`config.mk`:
```
export PLATFORM = sky130hd
export DESIGN_NAME = ppf_pin_port
export DESIGN_NICKNAME = d
export VERILOG_FILES = /design/src/ppf_pkg.sv /design/src/ppf_filt_if.sv /design/src/ppf_debounce.sv /design/src/ppf_pin_port.sv
export SDC_FILE = /design/constraint.sdc
export NUM_CORES = 1
export LEC_CHECK = 0
export ABC_AREA = 1
export BUFFER_PORTS_ARGS = -buffer_cell sky130_fd_sc_hd__buf_2
export CORE_AREA = 2 2 90 92
export DETAILED_ROUTE_END_ITERATION = 12
export DIE_AREA = 0 0 92 94
export HOLD_SLACK_MARGIN = 0.05
export PLACE_DENSITY = 0.76
export SLEW_MARGIN = 20
export SYNTH_ARGS = -nofsm -noshare
export SYNTH_HDL_FRONTEND = slang
export SYNTH_SLANG_ARGS = --single-unit
```
`constraint.sdc`:
```
create_clock -name clk -period 1.55 [get_ports clk]
set_input_delay 0.155 -clock clk [delete_from_list [all_inputs] [get_ports clk]]
set_output_delay 0.155 -clock clk [all_outputs]
set_load 0.01 [all_outputs]
```
`src/ppf_pkg.sv`:
```
package ppf_pkg;
    // register map, byte offsets on the host port
    localparam logic [7:0] PPF_PIN_FOUR_ADDR = 8'h44;
    localparam logic [7:0] PPF_PIN_FIVE_ADDR = 8'h45;
    // field positions inside each control register
    localparam int PPF_BIT_OUT_VALUE = 0;
    localparam int PPF_BIT_PAD_LEVEL = 1;
    localparam int PPF_BIT_DIRECTION = 2;
    localparam int PPF_BIT_PULLDOWN = 3;
    localparam int PPF_BIT_DEBOUNCE = 4;
    localparam int PPF_BIT_OPEN_DRAIN = 5;
    localparam int PPF_BIT_SOURCE = 6;
    localparam int PPF_BIT_SLEEP_LOW = 7;
    // writable bits: everything but the pad level
    localparam logic [7:0] PPF_WR_MASK = 8'hfd;
    // debounce filter times and their cycle counts at 200 MHz
    localparam int PPF_CLK_MHZ = 200;
    localparam int PPF_DEB_SHORT_US = 94;
    localparam int PPF_DEB_LONG_US = 156;
    localparam int PPF_DEB_SHORT_CYC = PPF_DEB_SHORT_US * PPF_CLK_MHZ;
    localparam int PPF_DEB_LONG_CYC = PPF_DEB_LONG_US * PPF_CLK_MHZ;
    localparam int PPF_CNT_W = 16;
endpackage : ppf_pkg

```
`src/ppf_filt_if.sv`:
```
`timescale 1ns/1ps
`default_nettype none
interface ppf_filt_if;
    logic raw;
    logic long_sel;
    logic level;
    modport ctrl (output raw, output long_sel, input level);
    modport filt (input raw, input long_sel, output level);
endinterface : ppf_filt_if
`default_nettype wire

```
`src/ppf_debounce.sv`:
```
`timescale 1ns/1ps
`default_nettype none
module ppf_debounce
    import ppf_pkg::*;
#(
    parameter int SHORT_CYC = PPF_DEB_SHORT_CYC,
    parameter int LONG_CYC = PPF_DEB_LONG_CYC
) (
    // clock and reset
    input wire logic clk,
    input wire logic rst_n,
    input wire logic clk_en,
    // filter channel
    ppf_filt_if.filt fi
);
    logic [PPF_CNT_W-1:0] cnt_q, cnt_d, limit;
    logic level_q, level_d;

    assign fi.level = level_q;

    always_comb begin
        limit = fi.long_sel ? PPF_CNT_W'(LONG_CYC - 1)
                            : PPF_CNT_W'(SHORT_CYC - 1);
        cnt_d = cnt_q;
        level_d = level_q;
        // any bounce restarts the window
        if (fi.raw == level_q) begin
            cnt_d = '0;
        end else if (cnt_q >= limit) begin
            level_d = fi.raw;
            cnt_d = '0;
        end else begin
            cnt_d = cnt_q + 1'b1;
        end
    end

    always_ff @(posedge clk or negedge rst_n) begin
        if (!rst_n) begin
            cnt_q <= '0;
            level_q <= 1'b0;
        end else if (clk_en) begin
            cnt_q <= cnt_d;
            level_q <= level_d;
        end
    end
endmodule : ppf_debounce
`default_nettype wire

```
`src/ppf_pin_port.sv`:
```
// Local design decision: the strobed register port.
`timescale 1ns/1ps
`default_nettype none
module ppf_pin_port
    import ppf_pkg::*;
#(
    parameter int SHORT_CYC = PPF_DEB_SHORT_CYC,
    parameter int LONG_CYC = PPF_DEB_LONG_CYC
) (
    // clock, power-on reset, enable
    input wire logic clk,
    input wire logic rst_n,
    input wire logic clk_en,
    // defaults from one-time memory
    input wire logic [7:0] otp_four,
    input wire logic [7:0] otp_five,
    input wire logic otp_load,
    // host register port
    input wire logic [7:0] reg_addr,
    input wire logic [7:0] reg_wdata,
    input wire logic reg_wr,
    input wire logic reg_rd,
    output logic [7:0] reg_rdata,
    // device state and led channels
    input wire logic sleep_state,
    input wire logic second_led_channel,
    input wire logic third_led_channel,
    // pads
    input wire logic pad_four_in,
    output logic pad_four_out,
    output logic pad_four_oe_n,
    output logic pad_four_pulldown,
    output logic pad_four_seq_ctl,
    input wire logic pad_five_in,
    output logic pad_five_out,
    output logic pad_five_oe_n,
    output logic pad_five_pulldown,
    output logic pad_five_seq_ctl
);
    logic [7:0] ctl_q [2];
    logic [7:0] ctl_d [2];
    logic [7:0] rdata_q, rdata_d;
    logic [1:0] out_q, out_d, oen_q, oen_d, pd_q, pd_d, seq_q, seq_d;
    logic [1:0] pad_in, led_src, level;
    logic [1:0] sel;

    ppf_filt_if fi [2] ();

    assign pad_in = {pad_five_in, pad_four_in};
    assign led_src = {third_led_channel, second_led_channel};
    assign sel[0] = (reg_addr == PPF_PIN_FOUR_ADDR);
    assign sel[1] = (reg_addr == PPF_PIN_FIVE_ADDR);

    for (genvar i = 0; i < 2; i++) begin : g_pin
        assign fi[i].raw = pad_in[i];
        assign fi[i].long_sel = ctl_q[i][PPF_BIT_DEBOUNCE];
        assign level[i] = fi[i].level;
        ppf_debounce #(
            .SHORT_CYC(SHORT_CYC),
            .LONG_CYC(LONG_CYC)
        ) u_deb (
            .clk(clk),
            .rst_n(rst_n),
            .clk_en(clk_en),
            .fi(fi[i])
        );
    end

    // register file and read port
    always_comb begin
        rdata_d = 8'h00;
        for (int i = 0; i < 2; i++) begin
            ctl_d[i] = ctl_q[i];
            if (otp_load) begin
                ctl_d[i] = (i == 0 ? otp_four : otp_five) & PPF_WR_MASK;
            end else if (reg_wr && sel[i]) begin
                ctl_d[i] = reg_wdata & PPF_WR_MASK;
            end
            if (reg_rd && sel[i]) begin
                rdata_d = ctl_q[i];
                rdata_d[PPF_BIT_PAD_LEVEL] = level[i];
            end
        end
    end

    // pad drive, all registered so pins never glitch
    always_comb begin
        logic val;
        logic is_out;
        val = 1'b0;
        is_out = 1'b0;
        out_d = 2'h0;
        oen_d = 2'h3;
        pd_d = 2'h0;
        seq_d = 2'h0;
        for (int i = 0; i < 2; i++) begin
            is_out = ctl_q[i][PPF_BIT_DIRECTION];
            if (ctl_q[i][PPF_BIT_SOURCE]) begin
                val = led_src[i];
            end else begin
                val = ctl_q[i][PPF_BIT_OUT_VALUE];
            end
            if (ctl_q[i][PPF_BIT_SLEEP_LOW] && sleep_state) begin
                val = 1'b0;
            end
            out_d[i] = val;
            if (!is_out) begin
                oen_d[i] = 1'b1;
            end else if (ctl_q[i][PPF_BIT_OPEN_DRAIN]) begin
                oen_d[i] = val; // release for high
            end else begin
                oen_d[i] = 1'b0;
            end
            pd_d[i] = ctl_q[i][PPF_BIT_PULLDOWN];
            seq_d[i] = is_out && !ctl_q[i][PPF_BIT_OPEN_DRAIN];
        end
    end

    // power-on reset clears these; rdata_q also clears on every enabled cycle without a matching read
    always_ff @(posedge clk or negedge rst_n) begin
        if (!rst_n) begin
            ctl_q[0] <= 8'h00;
            ctl_q[1] <= 8'h00;
            rdata_q <= 8'h00;
        end else if (clk_en) begin
            ctl_q[0] <= ctl_d[0];
            ctl_q[1] <= ctl_d[1];
            rdata_q <= rdata_d;
        end
    end

    // pads come out of reset released, nothing driven
    always_ff @(posedge clk or negedge rst_n) begin
        if (!rst_n) begin
            out_q <= 2'h0;
            oen_q <= 2'h3;
            pd_q <= 2'h0;
            seq_q <= 2'h0;
        end else if (clk_en) begin
            out_q <= out_d;
            oen_q <= oen_d;
            pd_q <= pd_d;
            seq_q <= seq_d;
        end
    end

    assign reg_rdata = rdata_q;
    assign pad_four_out = out_q[0];
    assign pad_five_out = out_q[1];
    assign pad_four_oe_n = oen_q[0];
    assign pad_five_oe_n = oen_q[1];
    assign pad_four_pulldown = pd_q[0];
    assign pad_five_pulldown = pd_q[1];
    assign pad_four_seq_ctl = seq_q[0];
    assign pad_five_seq_ctl = seq_q[1];
endmodule : ppf_pin_port
`default_nettype wire

```
### Word level (Yosys, flattened, before mapping)

Cells that the tools add are included.

| storage, ports and cells | value |
|---|---|
| register bits after elaboration | 66 |

| cells by class | value |
|---|---|
| $add $sub $neg | 2 |
| eq/ne operators | 4 |
| order comparisons | 2 |
| muxes and demuxes | 20 |
| bitwise operators | 2 |
| reductions and logical operators | 16 |

Operator list:

| operator | number |
|---|---|
| $mux 16 | 4 |
| $mux 8 | 6 |
| $add 16x1->16 const B | 2 |
| $ge 16x16->1 | 2 |
| $mux 14 | 2 |
| $eq 8x7->1 const B | 2 |
| $logic_and 1x1->1 | 8 |
| $mux 1 | 8 |
| $reduce_and 3->1 | 2 |
| $reduce_and 2->1 | 2 |
| $reduce_bool 2->1 | 2 |
| $eq 1x1->1 | 2 |
| $logic_not 1->1 | 2 |
| $not 1->1 | 2 |

### Longest topological paths before layout

| depth | value |
|---|---|
| depth in word-level cells | 4 |
| mapped depth | 12 |
| mapped depth without buffers | 12 |

### Cells and area by module

Synthesis repeated with hierarchy kept, for this count alone.

| unflattened totals | value |
|---|---|
| cells, all modules | 560 |
| area total of the unflattened synthesis | 4282.9 µm² |

By module, submodules not included:

| module | times used | cells each | area an instance (µm²) |
|---|---|---|---|
| ppf_debounce | 2 | 169 | 1288.7 |
| ppf_pin_port | 1 | 222 | 1705.4 |

### Worst setup path before layout

Ideal clock, no wire load.

| timing path | value |
|---|---|
| kind | register to register |
| start | register ctl_q[4] in the netlist's numbering |
| end | register g_pin[1].u_deb.cnt_q[8] |
| period minus slack after synthesis | 1.516 ns |
| arrival | 1.442 ns |
| path buffers | 1 |
| setup time | 0.074 ns |
| cell stages (with the launch flop) | 11 |
| required time | 1.476 ns |
| path slack | 0.034 ns |
| cells stage by stage | dfrtp_1 > inv_1 > ha_1 > nand2_1 > nand2_1 > nand2_1 > nand2_1 > nor2_2 > nand3_4 > buf_8 > o21ai_2 |

| between the ends | value |
|---|---|
| longest elaborated chain between the ends | 4 |

RTL lines:

| what | RTL line | source |
|---|---|---|
| from (decl) | ppf_pin_port.sv:40 | `logic [7:0] ctl_q [2];` |
| $mux 14 | ppf_debounce.sv:22 | `limit = fi.long_sel ? PPF_CNT_W'(LONG_CYC - 1)` |
| $ge 16x16->1 | ppf_debounce.sv:29 | `end else if (cnt_q >= limit) begin` |
| $mux 16 | ppf_debounce.sv:29 |  |
| $mux 16 | ppf_debounce.sv:27 | `if (fi.raw == level_q) begin` |
| to (signal assigned) | ppf_debounce.sv:42 | `cnt_q <= cnt_d;` |
| to (decl) | ppf_debounce.sv:16 | `logic [PPF_CNT_W-1:0] cnt_q, cnt_d, limit;` |

No other way between the ends.
A chain may end at the register's enable or synchronous reset.

### Final worst setup path

| timing path | value |
|---|---|
| start | register ctl_q[12] in the netlist's numbering |
| end | register g_pin[0].u_deb.cnt_q[11] |

| between the ends | value |
|---|---|
| longest elaborated chain between the ends | 4 |

RTL lines:

| what | RTL line |
|---|---|
| $mux 14 | ppf_debounce.sv:22 |
| $ge 16x16->1 | ppf_debounce.sv:29 |
| $mux 16 | ppf_debounce.sv:29 |
| $mux 16 | ppf_debounce.sv:27 |
| to (signal assigned) | ppf_debounce.sv:42 |
| to (decl) | ppf_debounce.sv:16 |

No other way between the ends.

==> impl_results.html <==
<table>
<tr><th>Metric</th><th>Value</th></tr>
<tr><th colspan="2">STA</th></tr>
<tr><td>Unrepaired setup endpoints after global routing</td><td>true</td></tr>
<tr><td>Final clock skew</td><td>0.01082 ns</td></tr>
<tr><td>Hold slack</td><td>0.1054 ns</td></tr>
<tr><td>Final setup slack of the worst path</td><td>-0.07683 ns</td></tr>
<tr><td>Worst-Margin Slew</td><td>0.3588 ns</td></tr>
<tr><td>Remaining max-slew budget at the tightest pin</td><td>75.93%</td></tr>
<tr><td>Fin. max-slew vios</td><td>0</td></tr>
<tr><td>Setup violators final</td><td>31</td></tr>
<tr><td>Final critical delay including setup and external delays</td><td>1.627 ns</td></tr>
<tr><td>Final period utilization</td><td>105.0%</td></tr>
<tr><td>Hold Fails Final Rpt</td><td>0</td></tr>
<tr><td>Final sum of negative setup slack</td><td>-1.353 ns</td></tr>
<tr><td>Peak Freq</td><td>614.7 MHz</td></tr>
<tr><th colspan="2">Placed design</th></tr>
<tr><td>Detailed placement HPWL</td><td>6655 um</td></tr>
<tr><td>Placement-stage worst setup slack</td><td>-0.2276 ns</td></tr>
<tr><td>Dpl cells</td><td>700</td></tr>
<tr><td>Count of buffers inserted at the top-level ports</td><td>55</td></tr>
<tr><td>GP Congestion</td><td>0.8757</td></tr>
<tr><th colspan="2">Cells and area</th></tr>
<tr><td>Total area of sequential cells</td><td>0.001604 mm^2</td></tr>
<tr><td>Multi-input combinational cell area</td><td>0.002238 mm^2</td></tr>
<tr><td>ANT cells</td><td>0</td></tr>
<tr><td>Final Instance Count excl. Fillers</td><td>720</td></tr>
<tr><td>Commonest cells after routing, fill and taps aside</td><td>199 x nand2_1, 62 x dfrtp_1, 55 x buf_2</td></tr>
<tr><td>Number of filler instances in the final layout</td><td>646</td></tr>
<tr><td>Leading cell type in the layout, fill and taps excluded</td><td>nand2_1</td></tr>
<tr><td>Utilization after layout</td><td>64.59%</td></tr>
<tr><td>Post-synthesis to final-layout area growth</td><td>25.14%</td></tr>
<tr><td>Final net count</td><td>668</td></tr>
<tr><td>Ratio of cells with drive above 1 in the final layout</td><td>28.32%</td></tr>
<tr><th colspan="2">Worst setup path</th></tr>
<tr><td>Nature of the critical path startpoint</td><td>register</td></tr>
<tr><td>Maximum fanout encountered on the critical timing path</td><td>7</td></tr>
<tr><td>Crit-path slowest cell</td><td>dfrtp_1</td></tr>
<tr><td>Critical Path Source</td><td>ctl_q[12]</td></tr>
<tr><td>Flop-to-flop setup slack</td><td>-0.08 ns</td></tr>
<tr><td>Crit path cell chain</td><td>inv_2 -&gt; ha_4 -&gt; nand2_2 -&gt; nand2_1 -&gt; nand2_1 -&gt; nand2_2 -&gt; nor2_4 -&gt; nand3_4 -&gt; clkbuf_16 -&gt; o21ai_1</td></tr>
<tr><td>Crit path arrival time</td><td>1.91 ns</td></tr>
<tr><td>Data required, critical path</td><td>1.83 ns</td></tr>
<tr><td>Critical path type</td><td>reg2reg</td></tr>
<tr><td>Largest stage delay on the critical path</td><td>0.41 ns</td></tr>
<tr><td>Reg2Reg Launch Point</td><td>ctl_q[12]</td></tr>
<tr><td>Depth of the worst register-to-register path</td><td>10</td></tr>
<tr><td>Kind of end point of the critical path</td><td>register</td></tr>
<tr><th colspan="2">Hold path</th></tr>
<tr><td>Number of cells on the worst hold path</td><td>3</td></tr>
<tr><td>Kind of path behind the tightest hold check</td><td>in2reg</td></tr>
<tr><td>Startpoint of the lowest-slack hold path</td><td>clk_en</td></tr>
<tr><th colspan="2">Clock network</th></tr>
<tr><td>TritonCTS clock tree</td><td>done</td></tr>
<tr><td>Maximum level of the CTS H-tree</td><td>3</td></tr>
<tr><td>Number of sinks driven by the clock tree</td><td>64</td></tr>
<tr><td>TritonCTS Buffers</td><td>9</td></tr>
<tr><td>Clk_lat worst skew</td><td>0.36 ns</td></tr>
<tr><td>Clock-pin slew on the worst setup and hold paths</td><td>0.08 ns</td></tr>
<tr><td>Buffers from clock root to sink, at most</td><td>2</td></tr>
<tr><td>Clock root buffer</td><td>clkbuf_8</td></tr>
<tr><th colspan="2">Logic synthesis</th></tr>
<tr><td>Synthesized-area fraction occupied by and/or/nand/nor cells</td><td>34.61%</td></tr>
<tr><td>Proportion of synthesized area in mux cells</td><td>0%</td></tr>
<tr><td>Synth Area in Compound Gates</td><td>9.560%</td></tr>
<tr><td>Register bit count reported by yosys</td><td>64</td></tr>
<tr><td>Summed instance area of the synthesized netlist</td><td>0.003926 mm^2</td></tr>
<tr><td>Post-synthesis xor/xnor area fraction</td><td>3.792%</td></tr>
<tr><td>Main combinational cell family by area after synthesis</td><td>simple AND/OR/NAND/NOR gates</td></tr>
<tr><td>Cell count after synthesis</td><td>531</td></tr>
<tr><td>Number of distinct library cells after synthesis</td><td>36</td></tr>
<tr><td>Mean instance size in the synthesized netlist</td><td>7.394 um^2</td></tr>
<tr><td>Fraction of the mapped netlist area in adder cells</td><td>3.824%</td></tr>
<tr><td>Number of synthesis warnings</td><td>0</td></tr>
<tr><td>Post-synthesis sequential area ratio</td><td>40.85%</td></tr>
<tr><td>Synth Net Count</td><td>586</td></tr>
<tr><th colspan="2">Drt</th></tr>
<tr><td>DR vias/cell</td><td>5.179</td></tr>
<tr><td>Detailed router's first-iteration violation count</td><td>183</td></tr>
<tr><td>Routed length on met3</td><td>435 um</td></tr>
<tr><td>Detailed route wirelength on metal2</td><td>4931 um</td></tr>
<tr><td>WL/cell</td><td>13.50 um</td></tr>
<tr><td>Wirelength, routed</td><td>9722 um</td></tr>
<tr><td>Count of antenna-violating nets left after detailed routing</td><td>0</td></tr>
<tr><td>Highest metal layer used by the detailed router</td><td>met4</td></tr>
<tr><td>Post-route DRC</td><td>0</td></tr>
<tr><td>Total number of vias</td><td>3,729</td></tr>
<tr><td>WL met1</td><td>4150 um</td></tr>
<tr><td>First-pass detailed-route iteration total</td><td>4</td></tr>
<tr><th colspan="2">Global routing</th></tr>
<tr><td>GRT Residual Overflow</td><td>0</td></tr>
<tr><td>Via count of the first global-routing pass</td><td>3,612</td></tr>
<tr><td>Global-route wire length before repair</td><td>15,770 um</td></tr>
<tr><td>Total track usage</td><td>22.97%</td></tr>
<tr><td>Initial antenna violation count</td><td>0</td></tr>
<tr><td>Pin count of the biggest net entering global routing</td><td>65</td></tr>
<tr><th colspan="2">Outcome</th></tr>
<tr><td>Result of the run</td><td>complete, but fails checks</td></tr>
<tr><td>Violated checks</td><td>negative setup slack</td></tr>
<tr><th colspan="2">Floorplanning</th></tr>
<tr><td>Placement Rows</td><td>32</td></tr>
<tr><td>Floorplan die area</td><td>0.008648 mm^2</td></tr>
<tr><td>Die outline height</td><td>94 um</td></tr>
<tr><td>Number of placed I/O pins</td><td>59</td></tr>
<tr><td>Placeable core region</td><td>0.007607 mm^2</td></tr>
<tr><td>Starting density of the core</td><td>51.61%</td></tr>
<tr><td>Die Wd</td><td>92 um</td></tr>
<tr><th colspan="2">Power</th></tr>
<tr><td>Leakage Power</td><td>2.390 nW</td></tr>
<tr><td>Maximum vdd drop</td><td>0.3626 mV</td></tr>
<tr><td>Power density over the cells</td><td>763.8 mW/mm^2</td></tr>
<tr><th colspan="2">Flow run</th></tr>
<tr><td>Max Cap Violations</td><td>0</td></tr>
</table>
-- power by group --
group | internal, W | switching [W]
combinational | 0.000254 | 0.000348
sequential | 0.00178 | 0.0000805
clock | 0.000578 | 0.000712
-- final cells by class --
cell class / instances / area share (%)
multi-input cells: 396 / 45.56
flip-flops and latches: 64 / 32.65
repair buffers: 82 / 11.13
inverters: 60 / 4.584
well taps: 102 / 2.597
clock buffers: 9 / 2.521
clock inverters: 7 / 0.9677
-- cells in the mapped netlist, drive strengths merged --
library cell / number / area [um^2]
a21oi: 5 / 25.02
a22o: 2 / 17.52
buf: 6 / 45.03
clkbuf: 5 / 18.77
clkinv: 1 / 3.750
dfrtp: 62 / 1551
dfstp: 2 / 52.55
ha: 12 / 150.1
inv: 59 / 221.5
nand2: 215 / 829.6
nand3: 35 / 192.7
nand3b: 2 / 15.01
nand4: 12 / 75.07
nor2: 42 / 185.2
nor3: 8 / 61.31
o211ai: 1 / 7.510
o21ai: 29 / 175.2
o22ai: 16 / 150.1
xnor2: 3 / 26.28
xor2: 14 / 122.6
-- per-stage QoR --
stage / cell area [um^2] / power (W)
2_1_floorplan: 3926 / 0.002177
3_3_place_gp: 4463 / 0.002389
3_5_place_dp: 4463 / 0.002418
4_1_cts: 4728 / 0.003743
5_1_grt: 4913 / 0.003936
6_report: 4913 / 0.003753
-- cell families after synthesis --
| family | count (synthesis) |
|---|---|
| compound gates | 53 |
| xor+xnor | 17 |
| fa+ha+maj | 12 |
| buf+inv | 71 |
| flops | 64 |
| simple gates | 314 |
-- registers in the layout, summed over array words and instances (netlist names) --
name                  flops
ctl_q                    14
g_pin.u_deb.cnt_q        32
g_pin.u_deb.fi.level      2
oen_q                     2
out_q                     2
pd_q                      2
reg_rdata                 8
seq_q                     2
-- layer usage --
| layer | track usage (%) | vias up |
|---|---|---|
| met2 | 39.71 | 90 |
| met1 | 27.51 | 1764 |
| li1 | - | 1859 |
| met4 | 11.94 | 0 |
| met3 | 4.013 | 16 |
| met5 | 0 | - |
-- worst paths after layout --
check                                           endpoint
worst max-delay path            g_pin[0].u_deb.cnt_q[11]
min in group asynchronous        g_pin[1].u_deb.cnt_q[9]
max in group asynchronous                       oen_q[0]
worst min register to register                   pd_q[1]
worst max register to register  g_pin[0].u_deb.cnt_q[11]
worst min-delay path                        reg_rdata[2]
-- critical path: cells and delay by family, from the launching register on --
family / cells / cell delay (ns)
AO/OA/AOI/OAI: 1 / 0.11
buffers and inverters: 2 / 0.32
adder cells (fa/ha/maj): 1 / 0.22
flip-flops: 1 / 0.41
AND/OR/NAND/NOR: 6 / 0.52
-- repair_timing --
action	4_1_cts	5_1_grt
pin swaps	7	10
endpoints found under the setup margin	34	34
buffers inserted	3	0
endpoints found under the hold margin	62	0
resized for setup	12	33
gates cloned	0	1
hold buffers	1	0
No activity file was read; power rests on OpenSTA's default activity.
